===== src/logic/cc_status_pkg.sv =====
// Constants shared by the configuration-channel and supply status report logic.
// Assumes a single 100 MHz clock and an asynchronous active-high reset.

package cc_status_pkg;

	// *****************************************************************
	// Register map
	// *****************************************************************
	localparam logic [7:0] PIN_STATE_OFFSET = 8'h1d;
	localparam logic [7:0] SUPPLY_OFFSET    = 8'h1e;

	localparam logic [7:0] PIN_STATE_RESET  = 8'h00;
	localparam logic [7:0] SUPPLY_RESET     = 8'h08;
	localparam logic [7:0] UNMAPPED_VALUE   = 8'h00;

	// *****************************************************************
	// Pin-state register fields
	// *****************************************************************
	localparam int FIRST_PIN_LSB   = 0;
	localparam int SECOND_PIN_LSB  = 2;
	localparam int ATTACH_BIT      = 4;
	localparam int SEEKING_BIT     = 5;

	localparam logic [1:0] PIN_OPEN     = 2'h0;
	localparam logic [1:0] PIN_RA       = 2'h1;
	localparam logic [1:0] PIN_RD       = 2'h2;
	localparam logic [1:0] PIN_RESERVED = 2'h3;

	// Role-control field value that selects open termination.
	localparam logic [1:0] ROLE_OPEN    = 2'h3;

	// *****************************************************************
	// Supply register fields
	// *****************************************************************
	localparam int SINK_BIT        = 0;
	localparam int CABLE_PWR_BIT   = 1;
	localparam int BUS_PRESENT_BIT = 2;
	localparam int DETECT_EN_BIT   = 3;
	localparam int SOURCING_BIT    = 4;
	localparam int NONDEFAULT_BIT  = 5;
	localparam int INIT_BIT        = 6;
	localparam int DEBUG_ACC_BIT   = 7;

	// *****************************************************************
	// Timing
	// *****************************************************************
	localparam int CLOCK_PERIOD_NS          = 10;
	localparam int PIN_DEBOUNCE_TIME_NS     = 375000;
	localparam int STATUS_UPDATE_LIMIT_NS   = 50000;
	localparam int PIN_DEBOUNCE_CYCLES      = PIN_DEBOUNCE_TIME_NS / CLOCK_PERIOD_NS;
	localparam int STATUS_UPDATE_LIMIT_CYC  = STATUS_UPDATE_LIMIT_NS / CLOCK_PERIOD_NS;
	localparam int DEBOUNCE_COUNT_WIDTH     = 20;

	localparam logic [DEBOUNCE_COUNT_WIDTH-1:0] COUNT_ZERO = 20'h0_0000;
	localparam logic [DEBOUNCE_COUNT_WIDTH-1:0] COUNT_ONE  = 20'h0_0001;

endpackage : cc_status_pkg


===== src/logic/cc_filter_if.sv =====
// Carries raw and debounced pin codes between the status block and its filter.
// Assumes both ends share the same clock.
`timescale 1ns/100ps
`default_nettype none

interface cc_filter_if;
	logic [1:0] first_raw;      // Synchronised first pin code
	logic [1:0] second_raw;     // Synchronised second pin code
	logic [1:0] first_stable;   // Debounced first pin code
	logic [1:0] second_stable;  // Debounced second pin code

	modport filter (
		input  first_raw,
		input  second_raw,
		output first_stable,
		output second_stable
	);

	modport owner (
		output first_raw,
		output second_raw,
		input  first_stable,
		input  second_stable
	);
endinterface : cc_filter_if

`default_nettype wire


===== src/logic/cc_pin_filter.sv =====
// Debounce filter for the two configuration-channel pin codes.
// Assumes its inputs are already synchronised to clock.
`timescale 1ns/100ps
`default_nettype none

module cc_pin_filter #(
	parameter int DEBOUNCE_CYCLES = cc_status_pkg::PIN_DEBOUNCE_CYCLES
) (
	input  wire logic   clock,  // System clock
	input  wire logic   rst,    // Asynchronous reset, active high
	cc_filter_if.filter pins    // Raw codes in, debounced codes out
);

	localparam logic [cc_status_pkg::DEBOUNCE_COUNT_WIDTH-1:0] LAST_COUNT =
		cc_status_pkg::DEBOUNCE_COUNT_WIDTH'(DEBOUNCE_CYCLES - 1);

	logic [1:0]                                    first_cand_reg;
	logic [1:0]                                    second_cand_reg;
	logic [cc_status_pkg::DEBOUNCE_COUNT_WIDTH-1:0] first_count_reg;
	logic [cc_status_pkg::DEBOUNCE_COUNT_WIDTH-1:0] second_count_reg;
	logic [1:0]                                    first_stable_reg;
	logic [1:0]                                    second_stable_reg;

	// *****************************************************************
	// Debounce
	// *****************************************************************
	// A code is accepted only after it held unchanged for the whole
	// debounce time; any glitch restarts the wait from zero.
	// Debounce first pin
	always_ff @(posedge clock or posedge rst)
	begin
		if (rst)
		begin
			first_cand_reg   <= cc_status_pkg::PIN_OPEN;
			first_count_reg  <= cc_status_pkg::COUNT_ZERO;
			first_stable_reg <= cc_status_pkg::PIN_OPEN;
		end
		else if (pins.first_raw != first_cand_reg)
		begin
			first_cand_reg  <= pins.first_raw;
			first_count_reg <= cc_status_pkg::COUNT_ZERO;
		end
		else if (first_count_reg < LAST_COUNT)
			first_count_reg <= first_count_reg + cc_status_pkg::COUNT_ONE;
		else
			first_stable_reg <= first_cand_reg;
	end

	always_ff @(posedge clock or posedge rst)
	begin
		if (rst)
		begin
			second_cand_reg   <= cc_status_pkg::PIN_OPEN;
			second_count_reg  <= cc_status_pkg::COUNT_ZERO;
			second_stable_reg <= cc_status_pkg::PIN_OPEN;
		end
		else if (pins.second_raw != second_cand_reg)
		begin
			second_cand_reg  <= pins.second_raw;
			second_count_reg <= cc_status_pkg::COUNT_ZERO;
		end
		else if (second_count_reg < LAST_COUNT)
			second_count_reg <= second_count_reg + cc_status_pkg::COUNT_ONE;
		else
			second_stable_reg <= second_cand_reg;
	end

	assign pins.first_stable  = first_stable_reg;
	assign pins.second_stable = second_stable_reg;

endmodule : cc_pin_filter

`default_nettype wire


===== src/logic/cc_power_status_reporting.sv =====
// Pin-state and supply status report registers of the port controller.
// Assumes pin codes and gate drive arrive asynchronously, all other
// status inputs come from logic on clock, and a register front end
// issues one-cycle read strobes with an address.
`timescale 1ns/100ps
`default_nettype none

module cc_power_status_reporting #(
	parameter int DEBOUNCE_CYCLES = cc_status_pkg::PIN_DEBOUNCE_CYCLES  // Debounce length in cycles
) (
	input  wire logic       clock,                     // System clock, 100 MHz
	input  wire logic       rst,                       // Asynchronous reset, active high
	input  wire logic [1:0] first_config_pin,          // First pin comparator code, async
	input  wire logic [1:0] second_config_pin,         // Second pin comparator code, async
	input  wire logic       shield_gate_drive,         // Shield gate drive level, async
	input  wire logic [1:0] first_role,                // Role-control field for first pin
	input  wire logic [1:0] second_role,               // Role-control field for second pin
	input  wire logic       seeking_attach,            // Attach search in progress
	input  wire logic       debug_accessory,           // Debug accessory attached
	input  wire logic       init_busy,                 // Internal initialisation running
	input  wire logic       nondefault_source,         // Sourcing non-default bus voltage
	input  wire logic       sourcing,                  // Sourcing bus voltage
	input  wire logic       bus_detect_enabled,        // Bus detection comparators enabled
	input  wire logic       bus_present,               // Bus voltage present
	input  wire logic       cable_power_present,       // Cable power present
	input  wire logic       sinking,                   // Sinking bus voltage
	input  wire logic       reg_rd,                    // Read strobe, one cycle
	input  wire logic [7:0] reg_addr,                  // Read address
	output logic      [7:0] reg_rdata,                 // Read data, registered
	output logic            reg_rvalid,                // Read data valid, one cycle
	output logic      [7:0] cable_pin_state_report,    // Live pin-state register
	output logic      [7:0] supply_state_report,       // Live supply register
	output logic            pin_state_alert_bit,       // Pin-state change event, one cycle
	output logic            supply_alert_bit           // Supply change event, one cycle
);

	cc_filter_if filt ();

	logic [1:0] first_meta_reg;
	logic [1:0] first_sync_reg;
	logic [1:0] second_meta_reg;
	logic [1:0] second_sync_reg;
	logic       gate_meta_reg;
	logic       gate_sync_reg;

	logic       reporting_off;
	logic       reporting_off_reg;
	logic [1:0] first_shown;
	logic [1:0] second_shown;
	logic [7:0] pin_state_next;
	logic [7:0] pin_state_reg;
	logic [7:0] supply_next;
	logic [7:0] supply_reg;
	logic       pin_event_reg;
	logic       supply_event_reg;
	logic [7:0] rdata_reg;
	logic       rvalid_reg;

	// *****************************************************************
	// Functions
	// *****************************************************************
	// Without gate drive the cable ground may float, so only Open is
	// trusted; the reserved code is never passed through either.
	function automatic logic [1:0] qualify_code(input logic [1:0] code, input logic gate);
		logic [1:0] shown;
		shown = cc_status_pkg::PIN_OPEN;
		if (gate && (code == cc_status_pkg::PIN_RA || code == cc_status_pkg::PIN_RD))
			shown = code;
		return shown;
	endfunction : qualify_code

	function automatic logic is_ra_open(input logic [1:0] a, input logic [1:0] b);
		return (a == cc_status_pkg::PIN_RA) && (b == cc_status_pkg::PIN_OPEN);
	endfunction : is_ra_open

	// *****************************************************************
	// Input synchronisers
	// *****************************************************************
	always_ff @(posedge clock or posedge rst)
	begin
		if (rst)
		begin
			first_meta_reg  <= cc_status_pkg::PIN_OPEN;
			first_sync_reg  <= cc_status_pkg::PIN_OPEN;
			second_meta_reg <= cc_status_pkg::PIN_OPEN;
			second_sync_reg <= cc_status_pkg::PIN_OPEN;
			gate_meta_reg   <= 1'b0;
			gate_sync_reg   <= 1'b0;
		end
		else
		begin
			first_meta_reg  <= first_config_pin;
			first_sync_reg  <= first_meta_reg;
			second_meta_reg <= second_config_pin;
			second_sync_reg <= second_meta_reg;
			gate_meta_reg   <= shield_gate_drive;
			gate_sync_reg   <= gate_meta_reg;
		end
	end

	assign filt.first_raw  = first_sync_reg;
	assign filt.second_raw = second_sync_reg;

	cc_pin_filter #(
		.DEBOUNCE_CYCLES (DEBOUNCE_CYCLES)
	) u_filter (
		.clock (clock),
		.rst   (rst),
		.pins  (filt)
	);

	// *****************************************************************
	// Pin-state register
	// *****************************************************************
	// Open roles disable
	assign reporting_off = (first_role == cc_status_pkg::ROLE_OPEN) &&
	                       (second_role == cc_status_pkg::ROLE_OPEN);

	always_comb
	begin
		first_shown  = qualify_code(filt.first_stable, gate_sync_reg);
		second_shown = qualify_code(filt.second_stable, gate_sync_reg);
		if (seeking_attach &&
		    (is_ra_open(first_shown, second_shown) || is_ra_open(second_shown, first_shown)))
		begin
			first_shown  = cc_status_pkg::PIN_OPEN;
			second_shown = cc_status_pkg::PIN_OPEN;
		end
		pin_state_next = 8'h00;
		pin_state_next[cc_status_pkg::FIRST_PIN_LSB +: 2]  = first_shown;
		pin_state_next[cc_status_pkg::SECOND_PIN_LSB +: 2] = second_shown;
		pin_state_next[cc_status_pkg::ATTACH_BIT] = 1'b0;
		pin_state_next[cc_status_pkg::SEEKING_BIT] = seeking_attach;
		if (reporting_off)
			pin_state_next = 8'h00;
	end

	// The register follows its inputs one cycle after the debounced code
	// settles, far inside the allowed update time.
	// Prompt register update
	always_ff @(posedge clock or posedge rst)
	begin
		if (rst)
			pin_state_reg <= cc_status_pkg::PIN_STATE_RESET;
		else
			pin_state_reg <= pin_state_next;
	end

	always_ff @(posedge clock or posedge rst)
	begin
		if (rst)
			reporting_off_reg <= 1'b0;
		else
			reporting_off_reg <= reporting_off;
	end

	// Changes caused by entering or leaving the disabled state are not
	// reported; only a change seen while reporting stays enabled is.
	// No event on disable
	always_ff @(posedge clock or posedge rst)
	begin
		if (rst)
			pin_event_reg <= 1'b0;
		else
			pin_event_reg <= (pin_state_next != pin_state_reg) && !reporting_off && !reporting_off_reg;
	end

	// *****************************************************************
	// Supply register
	// *****************************************************************
	always_comb
	begin
		supply_next = 8'h00;
		supply_next[cc_status_pkg::DEBUG_ACC_BIT]   = debug_accessory;
		supply_next[cc_status_pkg::INIT_BIT]        = init_busy;
		supply_next[cc_status_pkg::NONDEFAULT_BIT]  = nondefault_source;
		supply_next[cc_status_pkg::SOURCING_BIT]    = sourcing;
		supply_next[cc_status_pkg::DETECT_EN_BIT]   = bus_detect_enabled;
		supply_next[cc_status_pkg::BUS_PRESENT_BIT] = bus_present;
		supply_next[cc_status_pkg::CABLE_PWR_BIT]   = cable_power_present;
		supply_next[cc_status_pkg::SINK_BIT]        = sinking;
	end

	always_ff @(posedge clock or posedge rst)
	begin
		if (rst)
			supply_reg <= cc_status_pkg::SUPPLY_RESET;
		else
			supply_reg <= supply_next;
	end

	always_ff @(posedge clock or posedge rst)
	begin
		if (rst)
			supply_event_reg <= 1'b0;
		else
			supply_event_reg <= (supply_next != supply_reg);
	end

	// *****************************************************************
	// Register read port
	// *****************************************************************
	// There is no write path at all, so nothing outside can alter
	// either register; unmapped addresses read as zero.
	// Read-only access
	always_ff @(posedge clock or posedge rst)
	begin
		if (rst)
		begin
			rdata_reg  <= cc_status_pkg::UNMAPPED_VALUE;
			rvalid_reg <= 1'b0;
		end
		else
		begin
			rvalid_reg <= reg_rd;
			if (reg_rd)
			begin
				unique case (reg_addr)
					cc_status_pkg::PIN_STATE_OFFSET: rdata_reg <= pin_state_reg;
					cc_status_pkg::SUPPLY_OFFSET:    rdata_reg <= supply_reg;
					default:                         rdata_reg <= cc_status_pkg::UNMAPPED_VALUE;
				endcase
			end
		end
	end

	assign reg_rdata              = rdata_reg;
	assign reg_rvalid             = rvalid_reg;
	assign cable_pin_state_report = pin_state_reg;
	assign supply_state_report    = supply_reg;
	assign pin_state_alert_bit    = pin_event_reg;
	assign supply_alert_bit       = supply_event_reg;

endmodule : cc_power_status_reporting

`default_nettype wire


===== config.mk =====
export PLATFORM = sky130hd
export DESIGN_NAME = cc_power_status_reporting
export DESIGN_NICKNAME = d
export VERILOG_FILES = /design/src/logic/cc_status_pkg.sv /design/src/logic/cc_filter_if.sv /design/src/logic/cc_pin_filter.sv /design/src/logic/cc_power_status_reporting.sv
export SDC_FILE = /design/constraint.sdc
export NUM_CORES = 1
export LEC_CHECK = 0
export BUFFER_PORTS_ARGS = -buffer_cell sky130_fd_sc_hd__buf_2
export CAP_MARGIN = 0
export CELL_PAD_IN_SITES_DETAIL_PLACEMENT = 0
export CELL_PAD_IN_SITES_GLOBAL_PLACEMENT = 2
export CORE_MARGIN = 4
export CORE_UTILIZATION = 37
export DETAILED_ROUTE_END_ITERATION = 6
export GPL_ROUTABILITY_DRIVEN = 0
export PLACE_DENSITY_LB_ADDON = 0.1
export REMOVE_ABC_BUFFERS = 1
export SLEW_MARGIN = 20
export SYNTH_ARGS = -nofsm -noshare
export SYNTH_HDL_FRONTEND = slang
export SYNTH_SLANG_ARGS = --single-unit

===== constraint.sdc =====
create_clock -name clock -period 4.01 [get_ports clock]
set_input_delay 1.203 -clock clock [delete_from_list [all_inputs] [get_ports clock]]
set_output_delay 1.203 -clock clock [all_outputs]
set_load 0.02 [all_outputs]

==> flow_metrics.py <==
metrics = {
    "run_status": {
        "outcome": "finished clean",
    },
    "clocking": {
        "htree_levels": 3,
        "tritoncts": "yes",
        "cts_root_buf": "clkbuf_8",
        "post_cts_buffers": 0,
        "hold_buffers": 0,
        "cts.sinks": 83,
        "cts_resized": 0,
        "clock_path_buffers": 2,
        "clk_latency_ns": 0.35,
        "clkSlewWorstSetupHoldPaths_ns": 0.08,
        "cts_made_buffers": 9,
    },
    "hold_path": {
        "hold_path.class": "flip-flop to flip-flop",
    },
    "setup_path": {
        "setup.worst_path.end_class": "flip-flop",
        "critPathArrivalTime_ns": 2.71,
        "path_max_fanout": 5,
        "start_kind": "primary input",
        "criticalPathCategory": "primary input to flip-flop",
        "cp.required_ns": 4.25,
    },
    "drt": {
        "antenna_left": 0,
        "drt_pass1_iterations": 4,
        "vias_per_cell": 5.15,
        "routed_wl_um": 8300,
        "drcViolationCount": 0,
        "wire_per_inst_um": 14.9,
        "drt_iter0_drc": 125,
        "vias": 2863,
    },
    "logic_synthesis": {
        "synth-edff-count": 0,
        "ys_types": 56,
        "ys_seq_elements": 83,
        "synth-async-reset-ratio_pct": 100,
        "synth.avg_cell_area_um2": 10.6,
        "synthCells": 366,
        "yosys.area.top_type": "dfrtp_1",
        "seq_area_frac_synth_pct": 53.4,
        "synth.top_cell.area_share_pct": 52.7,
        "synth_area_leaders": "dfrtp_1, nor2_1, xnor2_1",
        "synth_area_um2": 3890,
        "synthFlopType": "dfrtp_1",
        "yosysWarningCount": 0,
    },
    "place": {
        "dpl_cell_area_um2": 4280,
        "pre_cts_ws_ns": 1.16,
        "dp_hpwl_um": 5690,
        "port_buffers": 52,
    },
    "finish": {
        "final_common_cell": "dfrtp_1",
        "multi_input_area_um2": 1720,
        "diodes": 0,
        "final_area_um2": 4440,
        "regArea_um2": 2080,
        "drive_above_1_share_pct": 20.7,
        "syn_to_final_growth_pct": 14.0,
        "mostFrequentLayoutCells": "dfrtp_1, buf_2, nor2_1",
        "nNetsFinal": 448,
        "fillerInstances": 1028,
    },
    "global_route": {
        "grt_pass1_wl_um": 14200,
        "grt_use_total_pct": 14.1,
        "grt_use_met2_pct": 20.3,
        "grt_pass1_vias": 2836,
        "antenna_found_initial": 0,
        "grt_util_met1_pct": 20.5,
        "globalRouteOverflowTotal": 0,
        "busiest_layer": "met1",
        "grt_max_degree": 84,
        "met3_usage_pct": 3.45,
    },
    "die": {
        "core_um2": 10300,
        "row_count": 37,
        "num_io_pins": 56,
        "die_h_um": 111,
        "start_util_pct": 37.9,
        "dieWidth_um": 111,
        "dieArea_um2": 12200,
    },
    "sta": {
        "grt_setup_unrepaired": "no",
        "fin_setup_tns_ns": 0,
        "final-max-slew-violation-count": 0,
        "setup_viol": 0,
        "hold_violations": 0,
        "tightest_slew_ns": 0.651,
        "fin_crit_ns": 2.47,
        "finClkSkew_ns": 0.00648,
        "timing.fmax_mhz": 404,
        "holdWs_ns": 0.354,
        "period_share_pct": 61.7,
        "setup_ws_ns": 1.54,
        "slew_headroom_pct": 56.5,
    },
    "run": {
        "maxCapViolCount": 0,
    },
    "pwr": {
        "power_density_nw_per_um2": 341,
        "leakagePower_uw": 0.00209,
        "ir_drop_v": 0.000131,
    },
}
-- worst max-delay path, stage by stage --
cell and delay, ns:
buf_2 0.08, nand4_1 0.19, and2_1 0.26, a221o_1 0.33
a2111o_1 0.36, a211o_1 0.29
-- layout make-up --
class | instances | area share (%)
multi-input cells | 260 | 38.7
repair buffers | 53 | 6.31
well taps | 136 | 3.83
inverters | 10 | 0.873
clock inverters | 5 | 0.733
clock buffers | 9 | 2.79
flip-flops and latches | 83 | 46.8
-- metrics by stage --
step,power (µW),cells,utilization [%]
CTS,1550,556,43.2
finish,1520,556,43.2
detailed placement,1020,542,41.7
global route,1600,556,43.2
global placement,1020,542,41.7
floorplan,963,353,-
-- metal layers --
layer	vias up	wire, µm
met2	69	3550
met1	1381	4200
met3	11	410
met4	0	142
met5	-	0
li1	1402	-
-- cells by family (layout without fill, tap and decap cells) --
| logic type | Yosys count | after routing | synth area share (%) |
|---|---|---|---|
| AND/OR/NAND/NOR | 147 | 147 | 20.3 |
| flip-flops | 83 | 83 | 53.4 |
| AO/OA/AOI/OAI | 66 | 66 | 12.9 |
| XOR/XNOR | 31 | 31 | 6.97 |
| buffers and inverters | 25 | 77 | 2.76 |
| multiplexers | 11 | 11 | 2.96 |
| adder cells (fa/ha/maj) | 2 | 2 | 0.642 |
| other | 1 | 3 | 0.0963 |
-- power breakdown --
part           internal, µW  switching, µW  leakage [µW]
clock network           216            302     0.0000730
registers               857           16.9       0.00109
logic                  41.8           81.5      0.000933
-- cell usage after synthesis (5+ instances only) --
master and count:
clkbuf_1 10, o21ai_0 11, inv_1 10, and3_1 17, nand2_1 24, nor3_1 6
a21oi_1 14, nor2_1 42, a31oi_1 6, and2_1 6, nand2b_1 5, or3_1 5
nand3_1 10, nand4_1 11, a211oi_1 6, xor2_1 13, mux2i_1 7, a22oi_1 5
xnor2_1 18, dfrtp_1 82
-- worst paths after layout --
path,start,endpoint,slack [ns],depth (start not counted)
setup / recovery,second_role[0],pin_state_alert_bit$_DFF_PP0_,1.54,6
hold / removal,second_meta_reg[1]$_DFF_PP0_,filt.second_raw[1]$_DFF_PP0_,0.35,0
setup reg to reg,u_filter.second_count_reg[0]$_DFFE_PP0N_,u_filter.pins.second_stable[0]$_DFFE_PP0P_,1.76,6
hold reg to reg,second_meta_reg[1]$_DFF_PP0_,filt.second_raw[1]$_DFF_PP0_,0.35,0
max in group asynchronous,rst,u_filter.first_count_reg[5]$_DFFE_PP0N_,2.71,3
min in group asynchronous,rst,supply_state_report[4]$_DFF_PP0_,0.92,3
No activity file was read; power rests on OpenSTA's default activity.
